`src/dsm_pkg.sv`:
```
package dsm_pkg;

  localparam int DSM_DW = 16;
  localparam int DSM_AW = 5;

  // timing
  localparam longint DSM_CLK_HZ      = 64'd20_000_000;
  localparam longint DSM_TICK_MS     = 64'd10;
  localparam longint DSM_TICK_CYC    = DSM_CLK_HZ / 64'd1000 * DSM_TICK_MS;
  localparam int     DSM_TENTH_TICKS = 10;
  localparam int     DSM_TMIN_TICKS  = 600;
  localparam logic [DSM_DW-1:0] DSM_FAN_TEMP   = 16'h0028;
  localparam logic [DSM_DW-1:0] DSM_ANA_FULL   = 16'h03E8;
  localparam logic [1:0]        DSM_SRC_FIXED  = 2'h0;
  localparam logic [1:0]        DSM_SRC_VOLT   = 2'h1;
  localparam logic [1:0]        DSM_SRC_CURR   = 2'h2;

  // register indices
  localparam int DSM_NCFG = 18;
  localparam logic [DSM_AW-1:0] DSM_R_OC_THR   = 5'h00;
  localparam logic [DSM_AW-1:0] DSM_R_OC_DLY   = 5'h01;
  localparam logic [DSM_AW-1:0] DSM_R_CR1_VAL  = 5'h02;
  localparam logic [DSM_AW-1:0] DSM_R_CR1_WID  = 5'h03;
  localparam logic [DSM_AW-1:0] DSM_R_CR2_VAL  = 5'h04;
  localparam logic [DSM_AW-1:0] DSM_R_CR2_WID  = 5'h05;
  localparam logic [DSM_AW-1:0] DSM_R_TMR_EN   = 5'h06;
  localparam logic [DSM_AW-1:0] DSM_R_TMR_SRC  = 5'h07;
  localparam logic [DSM_AW-1:0] DSM_R_TMR_FIX  = 5'h08;
  localparam logic [DSM_AW-1:0] DSM_R_ANA_LO   = 5'h09;
  localparam logic [DSM_AW-1:0] DSM_R_ANA_HI   = 5'h0A;
  localparam logic [DSM_AW-1:0] DSM_R_TEMP_THR = 5'h0B;
  localparam logic [DSM_AW-1:0] DSM_R_FAN_MODE = 5'h0C;
  localparam logic [DSM_AW-1:0] DSM_R_WAKE_F   = 5'h0D;
  localparam logic [DSM_AW-1:0] DSM_R_WAKE_D   = 5'h0E;
  localparam logic [DSM_AW-1:0] DSM_R_DORM_F   = 5'h0F;
  localparam logic [DSM_AW-1:0] DSM_R_DORM_D   = 5'h10;
  localparam logic [DSM_AW-1:0] DSM_R_RUN_THR  = 5'h11;
  localparam logic [DSM_AW-1:0] DSM_R_STATUS   = 5'h12;
  localparam logic [DSM_AW-1:0] DSM_R_REMAIN   = 5'h13;

  // reset values, in register index order
  localparam logic [DSM_DW-1:0] DSM_CFG_RST [DSM_NCFG] = '{
    16'h07D0, 16'h0000, 16'h03E8, 16'h0000, 16'h03E8, 16'h0000,
    16'h0000, 16'h0000, 16'h0000, 16'h0136, 16'h02A8, 16'h0064,
    16'h0000, 16'h03E8, 16'h0064, 16'h03E8, 16'h0064, 16'h0000};

  // multifunction output bit positions
  localparam int DSM_MF_OC   = 0;
  localparam int DSM_MF_CR1  = 1;
  localparam int DSM_MF_CR2  = 2;
  localparam int DSM_MF_TMR  = 3;
  localparam int DSM_MF_ANA  = 4;
  localparam int DSM_MF_TEMP = 5;
  localparam int DSM_MF_RUNT = 6;
  localparam int DSM_MF_W    = 7;

  typedef struct packed {
    logic [DSM_DW-1:0] current;
    logic [DSM_DW-1:0] volt_in;
    logic [DSM_DW-1:0] curr_in;
    logic [DSM_DW-1:0] temp;
    logic [DSM_DW-1:0] set_freq;
  } dsm_meas_t;

  typedef enum logic [1:0] {
    DSM_AWAKE, DSM_DORM_WAIT, DSM_DORMANT, DSM_WAKE_WAIT
  } dsm_dorm_t;

endpackage

```
`src/dsm_top.sv`:
```
// Summary of operation
// - Flag overcurrent after current at/above threshold longer than delay.
// - Overcurrent threshold defaults 200.0 percent; zero disables detection.
// - Two comparators flag current within value plus/minus amplitude.
// - Enabled run timer stops drive and flags when duration elapses.
// - Duration source fixed, voltage or current input; full scale is fixed.
// - Timer restarts at each start, counts tenths of a minute, remaining time readable.
// - Flag voltage input above high limit or below low limit.
// - Flag heat-sink temperature reaching threshold, default 100 degrees.
// - Fan mode 0: fan while running; stopped, above 40 on, below off.
// - Fan mode 1: fan always on from power-on.
// - Running, set frequency at/below dormant: stop after dormant delay.
// - Dormant, run command, frequency at/above wakeup: restart after delay.
// - Both frequencies zero disables dormant and wakeup.
// - Flag when running time reaches running-time threshold in tenths of a minute.
//
// Implementation choices: strobed register access and the placing of the registers.
`timescale 1ns/1ps
module dsm_top
  import dsm_pkg::*;
#(
  parameter longint TICK_CYC = DSM_TICK_CYC
) (
  // clock, reset, enable
  input  wire logic                clk_in,
  input  wire logic                rst_n_in,
  input  wire logic                ce_in,
  // register port
  input  wire logic [DSM_AW-1:0]   addr_in,
  input  wire logic [DSM_DW-1:0]   wdata_in,
  input  wire logic                wr_in,
  input  wire logic                rd_in,
  output logic      [DSM_DW-1:0]   rdata_out,
  // drive core
  input  wire dsm_meas_t           meas_in,
  input  wire logic                running_in,
  input  wire logic                run_cmd_in,
  output logic                     stop_req_out,
  output logic                     start_req_out,
  output logic                     dormant_out,
  output logic                     fan_on_out,
  output logic      [DSM_MF_W-1:0] multifunction_output_out
);

  function automatic logic in_band(input logic [DSM_DW-1:0] cur,
                                   input logic [DSM_DW-1:0] val,
                                   input logic [DSM_DW-1:0] wid);
    logic [DSM_DW:0] lo;
    logic [DSM_DW:0] hi;
    lo = ({1'b0, val} > {1'b0, wid}) ? {1'b0, val} - {1'b0, wid} : '0;
    hi = {1'b0, val} + {1'b0, wid};
    return ({1'b0, cur} >= lo) && ({1'b0, cur} <= hi);
  endfunction

  logic [DSM_DW-1:0] cfg_r [DSM_NCFG];
  logic [DSM_DW-1:0] rdata_r;
  logic [31:0]       tick_cnt_r;
  logic [DSM_DW-1:0] oc_cnt_r;
  logic [9:0]        min_cnt_r;
  logic [DSM_DW-1:0] run_tenths_r;
  logic              running_d_r;
  logic              tmr_done_r;
  logic              fan_r;
  dsm_dorm_t         dstate_r;
  dsm_dorm_t         dstate_nxt;
  logic [DSM_DW-1:0] dcnt_r;
  logic              start_r;
  logic [DSM_MF_W-1:0] mf_r;

  wire logic tick = ce_in && (tick_cnt_r == 32'(TICK_CYC - 1));
  wire logic start_edge = running_in && !running_d_r;
  wire logic cfg_hit = (32'(addr_in) < DSM_NCFG);

  wire logic [DSM_DW-1:0] oc_thr   = cfg_r[DSM_R_OC_THR];
  wire logic [DSM_DW-1:0] oc_dly   = cfg_r[DSM_R_OC_DLY];
  wire logic              tmr_en   = cfg_r[DSM_R_TMR_EN][0];
  wire logic [1:0]        tmr_src  = cfg_r[DSM_R_TMR_SRC][1:0];
  wire logic [DSM_DW-1:0] tmr_fix  = cfg_r[DSM_R_TMR_FIX];
  wire logic              fan_mode = cfg_r[DSM_R_FAN_MODE][0];
  wire logic [DSM_DW-1:0] wake_f   = cfg_r[DSM_R_WAKE_F];
  wire logic [DSM_DW-1:0] dorm_f   = cfg_r[DSM_R_DORM_F];

  wire logic oc_cond = (oc_thr != '0) && (meas_in.current >= oc_thr);

  // analog sources scale the fixed duration
  wire logic [DSM_DW-1:0] ana_sel =
    (tmr_src == DSM_SRC_VOLT) ? meas_in.volt_in : meas_in.curr_in;
  wire logic [31:0] ana_prod = 32'(tmr_fix) * 32'(ana_sel);
  wire logic [31:0] ana_dur  = ana_prod / 32'(DSM_ANA_FULL);
  wire logic [DSM_DW-1:0] tmr_dur =
    (tmr_src == DSM_SRC_FIXED) ? tmr_fix :
    ((tmr_src == DSM_SRC_VOLT) || (tmr_src == DSM_SRC_CURR)) ?
    ((ana_dur > 32'(16'hFFFF)) ? 16'hFFFF : ana_dur[DSM_DW-1:0]) : '0;

  // remaining time in tenths of a minute
  wire logic [DSM_DW-1:0] remain =
    (run_tenths_r >= tmr_dur) ? '0 : tmr_dur - run_tenths_r;
  wire logic tmr_reach = tmr_en && running_in && (run_tenths_r >= tmr_dur);

  wire logic dorm_on = (wake_f != '0) || (dorm_f != '0);
  wire logic dorm_go = running_in && (meas_in.set_freq <= dorm_f);
  wire logic wake_go = run_cmd_in && (meas_in.set_freq >= wake_f);
  wire logic [DSM_DW-1:0] dlim =
    (dstate_r == DSM_WAKE_WAIT) ? cfg_r[DSM_R_WAKE_D] : cfg_r[DSM_R_DORM_D];
  wire logic dcnt_done = (dcnt_r >= dlim);

  always_comb begin
    dstate_nxt = dstate_r;
    if (!dorm_on) begin
      dstate_nxt = DSM_AWAKE;
    end else begin
      unique case (dstate_r)
        DSM_AWAKE: begin
          if (dorm_go) begin
            dstate_nxt = DSM_DORM_WAIT;
          end
        end
        DSM_DORM_WAIT: begin
          if (!dorm_go) begin
            dstate_nxt = DSM_AWAKE;
          end else if (dcnt_done) begin
            dstate_nxt = DSM_DORMANT;
          end
        end
        DSM_DORMANT: begin
          if (!run_cmd_in) begin
            dstate_nxt = DSM_AWAKE;
          end else if (wake_go) begin
            dstate_nxt = DSM_WAKE_WAIT;
          end
        end
        DSM_WAKE_WAIT: begin
          if (!run_cmd_in) begin
            dstate_nxt = DSM_AWAKE;
          end else if (!wake_go) begin
            dstate_nxt = DSM_DORMANT;
          end else if (dcnt_done) begin
            dstate_nxt = DSM_AWAKE;
          end
        end
      endcase
    end
  end

  wire logic fan_hot  = meas_in.temp > DSM_FAN_TEMP;
  wire logic fan_cold = meas_in.temp < DSM_FAN_TEMP;

  wire logic [DSM_MF_W-1:0] mf_nxt = {
    running_in && (run_tenths_r >= cfg_r[DSM_R_RUN_THR]),
    meas_in.temp >= cfg_r[DSM_R_TEMP_THR],
    (meas_in.volt_in > cfg_r[DSM_R_ANA_HI]) ||
      (meas_in.volt_in < cfg_r[DSM_R_ANA_LO]),
    tmr_done_r,
    in_band(meas_in.current, cfg_r[DSM_R_CR2_VAL], cfg_r[DSM_R_CR2_WID]),
    in_band(meas_in.current, cfg_r[DSM_R_CR1_VAL], cfg_r[DSM_R_CR1_WID]),
    oc_cond && (oc_cnt_r > oc_dly)
  };

  wire logic [DSM_DW-1:0] rd_val =
    cfg_hit ? cfg_r[addr_in] :
    (addr_in == DSM_R_STATUS) ? DSM_DW'(mf_r) :
    (addr_in == DSM_R_REMAIN) ? remain : '0;

  always_ff @(posedge clk_in) begin
    if (!rst_n_in) begin
      for (int i = 0; i < DSM_NCFG; i++) begin
        cfg_r[i] <= DSM_CFG_RST[i];
      end
      rdata_r <= '0;
    end else if (ce_in) begin
      if (wr_in && cfg_hit) begin
        cfg_r[addr_in] <= wdata_in;
      end
      rdata_r <= rd_in ? rd_val : '0;
    end
  end

  always_ff @(posedge clk_in) begin
    if (!rst_n_in) begin
      tick_cnt_r <= '0;
    end else if (ce_in) begin
      tick_cnt_r <= tick ? '0 : tick_cnt_r + 32'h0000_0001;
    end
  end

  // overcurrent duration in 10 ms ticks
  always_ff @(posedge clk_in) begin
    if (!rst_n_in) begin
      oc_cnt_r <= '0;
    end else if (ce_in) begin
      if (!oc_cond) begin
        oc_cnt_r <= '0;
      end else if (tick && oc_cnt_r != 16'hFFFF) begin
        oc_cnt_r <= oc_cnt_r + 16'h0001;
      end
    end
  end

  // restart from zero at each start
  always_ff @(posedge clk_in) begin
    if (!rst_n_in) begin
      running_d_r  <= 1'b0;
      min_cnt_r    <= '0;
      run_tenths_r <= '0;
    end else if (ce_in) begin
      running_d_r <= running_in;
      if (start_edge) begin
        min_cnt_r    <= '0;
        run_tenths_r <= '0;
      end else if (running_in && tick) begin
        if (min_cnt_r == 10'(DSM_TMIN_TICKS - 1)) begin
          min_cnt_r <= '0;
          if (run_tenths_r != 16'hFFFF) begin
            run_tenths_r <= run_tenths_r + 16'h0001;
          end
        end else begin
          min_cnt_r <= min_cnt_r + 10'h001;
        end
      end
    end
  end

  always_ff @(posedge clk_in) begin
    if (!rst_n_in) begin
      tmr_done_r <= 1'b0;
    end else if (ce_in) begin
      if (start_edge || !tmr_en) begin
        tmr_done_r <= 1'b0;
      end else if (tmr_reach) begin
        tmr_done_r <= 1'b1;
      end
    end
  end

  always_ff @(posedge clk_in) begin
    if (!rst_n_in) begin
      fan_r <= 1'b0;
    end else if (ce_in) begin
      if (fan_mode) begin
        fan_r <= 1'b1;
      end else if (running_in || fan_hot) begin
        fan_r <= 1'b1;
      end else if (fan_cold) begin
        fan_r <= 1'b0;
      end
    end
  end

  // delay counts in 0.1 s steps
  logic [3:0] dsub_r;
  always_ff @(posedge clk_in) begin
    if (!rst_n_in) begin
      dstate_r <= DSM_AWAKE;
      dcnt_r   <= '0;
      dsub_r   <= '0;
      start_r  <= 1'b0;
    end else if (ce_in) begin
      dstate_r <= dstate_nxt;
      start_r  <= (dstate_r == DSM_WAKE_WAIT) && (dstate_nxt == DSM_AWAKE)
                  && run_cmd_in;
      if (dstate_nxt != dstate_r) begin
        dcnt_r <= '0;
        dsub_r <= '0;
      end else if (tick) begin
        if (dsub_r == 4'(DSM_TENTH_TICKS - 1)) begin
          dsub_r <= '0;
          if (dcnt_r != 16'hFFFF) begin
            dcnt_r <= dcnt_r + 16'h0001;
          end
        end else begin
          dsub_r <= dsub_r + 4'h1;
        end
      end
    end
  end

  always_ff @(posedge clk_in) begin
    if (!rst_n_in) begin
      mf_r <= '0;
    end else if (ce_in) begin
      mf_r <= mf_nxt;
    end
  end

  wire logic is_dorm = (dstate_r == DSM_DORMANT) ||
                       (dstate_r == DSM_WAKE_WAIT);

  assign rdata_out                = rdata_r;
  assign multifunction_output_out = mf_r;
  assign fan_on_out               = fan_r;
  assign dormant_out              = is_dorm;
  assign start_req_out            = start_r;
  assign stop_req_out             = tmr_done_r || is_dorm;

endmodule

```
`config.mk`:
```
export PLATFORM = sky130hd
export DESIGN_NAME = dsm_top
export DESIGN_NICKNAME = d
export VERILOG_FILES = /design/src/dsm_pkg.sv /design/src/dsm_top.sv
export SDC_FILE = /design/constraint.sdc
export NUM_CORES = 2
export LEC_CHECK = 0
export ABC_AREA = 1
export BUFFER_PORTS_ARGS = -buffer_cell sky130_fd_sc_hd__buf_2
export CORE_UTILIZATION = 40
export DETAILED_ROUTE_END_ITERATION = 8
export SYNTH_ARGS = -nofsm -noshare
export SYNTH_HDL_FRONTEND = slang
export SYNTH_SLANG_ARGS = --single-unit
```
`constraint.sdc`:
```
create_clock -name clk_in -period 32.7 [get_ports clk_in]
set_input_delay 6.54 -clock clk_in [delete_from_list [all_inputs] [get_ports clk_in]]
set_output_delay 6.54 -clock clk_in [all_outputs]
set_load 0.005 [all_outputs]
```
# Yosys cells after proc, flatten, opt, wreduce, memory -nomap -nowiden
# Memory sizes are Yosys's and may differ from the RTL's.
# Index checks and enable logic that the tools add are counted.
# word_totals
wordCells	161
ram_bits	288
memories	1
ff_bits	123
output_inout_bits	27
# classes
mux	52
eq_ne	15
add_sub_neg	11
n_reduce_logical	47
n_lt_le_gt_ge	20
n_mul	1
div	1
# memory_table
memory	words	word_bits	rd	rd_ports_with_merged_regs	write_ports	line_no	text
cfg_r	18	16	19	0	18	dsm_top.sv:55	logic [DSM_DW-1:0] cfg_r [DSM_NCFG];
# ops
operator	n
2-to-1 mux 16 bit	21
greater-or-equal comparator 16 bit	6
greater-than comparator 16 bit	4
adder 16 x 1 -> 16 bit (second input constant)	3
inequality test 16 bit (second input constant)	3
nonzero test 16 bit	3
adder 16 x 16 -> 17 bit	2
greater-or-equal comparator 16 x 17 -> 1 bit	2
less-or-equal comparator 16 x 17 -> 1 bit	2
2-to-1 mux 17 bit	2
subtractor 16 x 16 -> 17 bit	2
adder 32 x 1 -> 32 bit (second input constant)	1
divider 32 x 10 -> 32 bit (second input constant)	1
== test 32 x 18 -> 1 bit (second input constant)	1
greater-than comparator 32 x 16 -> 1 bit (second input constant)	1
multiplier 16 x 16 -> 32 bit	1
2-to-1 mux 32 bit	1
2-to-1 mux 10 bit	3
2-to-1 mux 2 bit	9
greater-than comparator 16 x 6 -> 1 bit (second input constant)	1
less-or-equal comparator 16 bit	1
logical AND 1 bit	16
less-than comparator 16 bit	1
less-than comparator 16 x 6 -> 1 bit (second input constant)	1
other kinds (23)	59

# Logic depth before layout (Yosys ltp)
# logic_depth
depth_word	14
depth_mapped	200
mapped_depth_nobuf	197

# Worst setup path before layout
# Ideal clock, no wire load.
# synth_path
path_kind	in2reg
from	input port meas_in[56] (netlist bit)
to	register rdata_r[6], in the netlist rdata_out[6]
arrival_ns	25.721
path_stages	171
slack_ns	6.908
cell_sequence	or2_2 -> o21ai_1 -> clkinv_1 -> nand2_1 -> fa_1 -> fa_1 -> inv_1 -> fa_1 -> fa_1 -> fa_1 -> inv_1 -> fa_1 -> inv_1 -> ha_1 -> nand2_1 -> inv_1 -> nand2_1 -> nand2_1 -> (+135 left out) -> nor2_1 -> nor2_1 -> nor2_1 -> nor2_1 -> o21bai_1 -> nand3_1 -> nand2_1 -> nand3_1 -> nand2_1 -> inv_1 -> o21ai_0 -> o41ai_1 -> nor3_1 -> inv_1 -> clkbuf_1 -> o311ai_0 -> o2111ai_1 -> a21oi_1
# synth_via
elab_chain_cells	13
# synth_rtl
item	line_no	text
from (decl)	dsm_top.sv:35	input wire dsm_meas_t meas_in,
2-to-1 mux 16 bit (*)	dsm_top.sv:87	(tmr_src == DSM_SRC_VOLT) ? meas_in.volt_in : meas_in.curr_in;
multiplier 16 x 16 -> 32 bit (*)	dsm_top.sv:88	wire logic [31:0] ana_prod = 32'(tmr_fix) * 32'(ana_sel);
divider 32 x 10 -> 32 bit (*)	dsm_top.sv:89	wire logic [31:0] ana_dur = ana_prod / 32'(DSM_ANA_FULL);
greater-than comparator 32 x 16 -> 1 bit	dsm_top.sv:93	((ana_dur > 32'(16'hFFFF)) ? 16'hFFFF : ana_dur[DSM_DW-1:0]) : '0;
2-to-1 mux 16 bit (*)	dsm_top.sv:93	
2-to-1 mux 16 bit (*)	dsm_top.sv:92	((tmr_src == DSM_SRC_VOLT) || (tmr_src == DSM_SRC_CURR)) ?
2-to-1 mux 16 bit (*)	dsm_top.sv:91	(tmr_src == DSM_SRC_FIXED) ? tmr_fix :
subtractor 16 bit or greater-or-equal comparator 16 bit (tied branches)	dsm_top.sv:97	(run_tenths_r >= tmr_dur) ? '0 : tmr_dur - run_tenths_r;
2-to-1 mux 16 bit (*)	dsm_top.sv:97	
2-to-1 mux 16 bit (*)	dsm_top.sv:162	(addr_in == DSM_R_REMAIN) ? remain : '0;
2-to-1 mux 16 bit (*)	dsm_top.sv:161	(addr_in == DSM_R_STATUS) ? DSM_DW'(mf_r) :
2-to-1 mux 16 bit (*)	dsm_top.sv:160	cfg_hit ? cfg_r[addr_in] :
2-to-1 mux 16 bit (*)	dsm_top.sv:174	rdata_r <= rd_in ? rd_val : '0;
to (signal assigned)	dsm_top.sv:174	
to (decl)	dsm_top.sv:56	logic [DSM_DW-1:0] rdata_r;
# Every way passes the cells marked *; elsewhere a longest branch is shown, timed or not.
# A chain may end at the register's enable or synchronous reset.

# Worst setup path after layout
# Ends and elaborated chain as after synthesis.

==> impl_metrics.py <==
metrics = {
    "global_route": {
        "grt.total_usage_pct": 27.0,
        "overflow": 0,
        "antenna_found_initial": 7,
        "grt_max_degree": 52,
        "grt_pass1_wl_um": 228000,
        "grt_pass1_vias": 37200,
    },
    "die": {
        "io-pin-count": 135,
        "die_area_um2": 111000,
        "die_w_um": 333,
        "core_area_um2": 109000,
        "rows": 121,
        "start_util_pct": 40.4,
        "fp.dieH_um": 333,
    },
    "routing": {
        "drc": 0,
        "vias": 39200,
        "drt-initial-drc-count": 3776,
        "drt-pass1-iter-count": 8,
        "post_drt_via_cell_ratio": 5.44,
        "antenna_left": 0,
        "wl_per_cell_um": 21.3,
        "drt_wl_total_um": 153000,
    },
    "synth": {
        "synthTopCellsByCount": "nand2_1 (971), inv_1 (864), nor2_1 (689), ha_1 (400), edfxtp_1 (349)",
        "synth.top_cell.area_share_pct": 23.8,
        "ys_seq_elements": 472,
        "synth_edf_count": 349,
        "synth_seq_area_share_pct": 29.4,
        "synthFlopType": "edfxtp_1",
        "yosysWarnings": 0,
        "synth_cell_types": 84,
        "synth_area_um2": 43900,
        "yosysMostFrequentCell": "nand2_1",
        "netlist_instances": 5575,
        "syn_avg_cell_area_um2": 7.88,
        "synthArstFlopShare_pct": 0,
        "netlist_top_cells_area": "edfxtp_1 (24%), ha_1 (11%), fa_1 (9.1%)",
        "yosysTopAreaCell": "edfxtp_1",
    },
    "sta": {
        "max_freq_mhz": 33.8,
        "final.setup.tns_ns": 0,
        "slew_viol_final": 0,
        "period_needed_ns": 29.60,
        "relSlewSlack_pct": 17.6,
        "rsz0062_at_grt": "no",
        "setup_viol": 0,
        "hold_viol": 0,
        "min_period_over_period_pct": 90.5,
        "worst_pin_slew_ns": 1.22,
        "skew_ns": 0.0457,
    },
    "critical_path": {
        "worstPathMaxFanout": 13,
        "end_kind": "flop",
        "critPathKind": "input pin to flop",
        "crit_top_cell": "nand2_2",
        "critical_path_required_ns": 33.26,
        "r2r_slack_ns": 7.40,
        "cp.arrival_ns": 30.16,
        "cpPeakStageDelay_ns": 1.05,
        "crit_slowest_cell": "o311ai_0",
        "crit_path_start_kind": "input pin",
    },
    "cells_and_area": {
        "fin_nets": 6442,
        "drive_gt1_share_pct": 11.9,
        "final_cells": 7193,
        "area_growth_pct": 9.61,
        "fillers": 11000,
    },
    "clocking": {
        "clk_path_buf_depth": 3,
        "holdBufCountCts": 0,
        "clock_latency_ns": 0.64,
        "h-tree-depth": 2,
        "cts_buffers": 50,
        "cts_tree": "yes",
        "clk_pin_slew_ns": 0.07,
        "cts.repair.resized": 0,
        "post_cts_buffers": 0,
        "clock-sinks": 472,
        "root_buffer": "clkbuf_16",
    },
    "outcome": {
        "outcome": "completed",
    },
    "worst_hold_path": {
        "min_path_type": "flop to flop",
    },
    "placement": {
        "globalplace.congestion": 1.03,
        "dp_hpwl_um": 122000,
        "placed_cells": 7097,
        "numPortBuffers": 134,
    },
    "run": {
        "cap_violations": 0,
    },
}
-- layer usage --
metal	wire, um	up-vias	track usage, %	share of wire [%]
met4	7690	4	12.1	5.0
met2	69800	1623	44.0	45
met5	22	-	0	0.014
li1	-	18600	-	-
met1	63500	18600	35.4	41
met3	12500	319	3.73	8.2
-- layout make-up --
class	count	area, um2	share of cell area, %
Antenna cell	2	5.00	0.0104
Clock buffer	68	1440	2.99
Clock inverter	26	287	0.595
Inverter	961	3640	7.55
Multi-Input combinational cell	4078	27100	56.3
Sequential cell	472	12900	26.9
Tap cell	1414	1770	3.67
Timing Repair Buffer	172	956	1.98
-- sequential cells by signal (all words and copies together) (netlist names) --
signal	flops
dsub_r	4
rdata_out	16
min_cnt_r	10
oc_cnt_r	16
running_d_r	1
tick_cnt_r	32
fan_on_out	1
run_tenths_r	16
dstate_r	2
start_req_out	1
cfg_r	349
multifunction_output_out	7
dcnt_r	16
tmr_done_r	1
-- stage by stage --
stage | utilization [%] | hold WS, ns | worst slack [ns] | cell area, um2
6_report | 44.3 | 0.463 | 3.10 | 48200
5_1_grt | 44.2 | 0.484 | 0.943 | 48200
4_1_cts | 44.2 | 0.462 | 3.40 | 48200
3_5_place_dp | 42.7 | 0.454 | 2.78 | 46400
3_3_place_gp | 42.7 | 0.450 | 3.24 | 46400
2_1_floorplan | - | 0.434 | 6.91 | 44200
-- final timing paths --
| check | depth (start not counted) | endpoint | from |
|---|---|---|---|
| max | 164 | rdata_out[6]$_SDFFE_PN0P_ | meas_in[56] |
| min | 2 | tick_cnt_r[5]$_SDFFE_PN0P_ | tick_cnt_r[5]$_SDFFE_PN0P_ |
| max reg2reg | 166 | rdata_out[6]$_SDFFE_PN0P_ | cfg_r[7][1]$_SDFFCE_PN0P_ |
| min reg2reg | 2 | tick_cnt_r[5]$_SDFFE_PN0P_ | tick_cnt_r[5]$_SDFFE_PN0P_ |
-- logic make-up (layout without fill, tap and decap cells) --
kind of cell	Yosys count	after routing	synth area share, %
other	1	63	0.00853
and+or+nand+nor	2393	2393	25.7
xor gates and xnor gates	99	99	1.99
AOI/OAI and AO/OA	913	913	12.8
adders and majority gates	599	599	20.5
DFF	472	472	29.4
buffers and inverters	1085	1227	9.36
muxes	13	13	0.296
-- layout by cell type, fill, tap and decap left out, drive strengths merged, types with 30 or more instances in the layout --
cell	instances
o21bai	49
nor2	744
clkbuf	68
dfxtp	123
fa	199
nor4	30
a21oi	302
o211ai	37
nand2	1169
ha	400
nand3	233
nand4	68
inv	922
nor3	78
xor2	79
edfxtp	349
o22ai	87
clkinv	58
conb	61
buf	172
o21ai	250
-- worst max-delay path, delay by kind of cell --
| kind | cells | cell delay (ns) |
|---|---|---|
| AO/OA/AOI/OAI | 18 | 4.48 |
| adder cells (fa/ha/maj) | 9 | 3.73 |
| buffers and inverters | 21 | 1.99 |
| AND/OR/NAND/NOR | 116 | 13.30 |
Power is left out: the tool's default activity adds up to more than one toggle a clock period on the data nets, which glitch-free logic cannot reach.
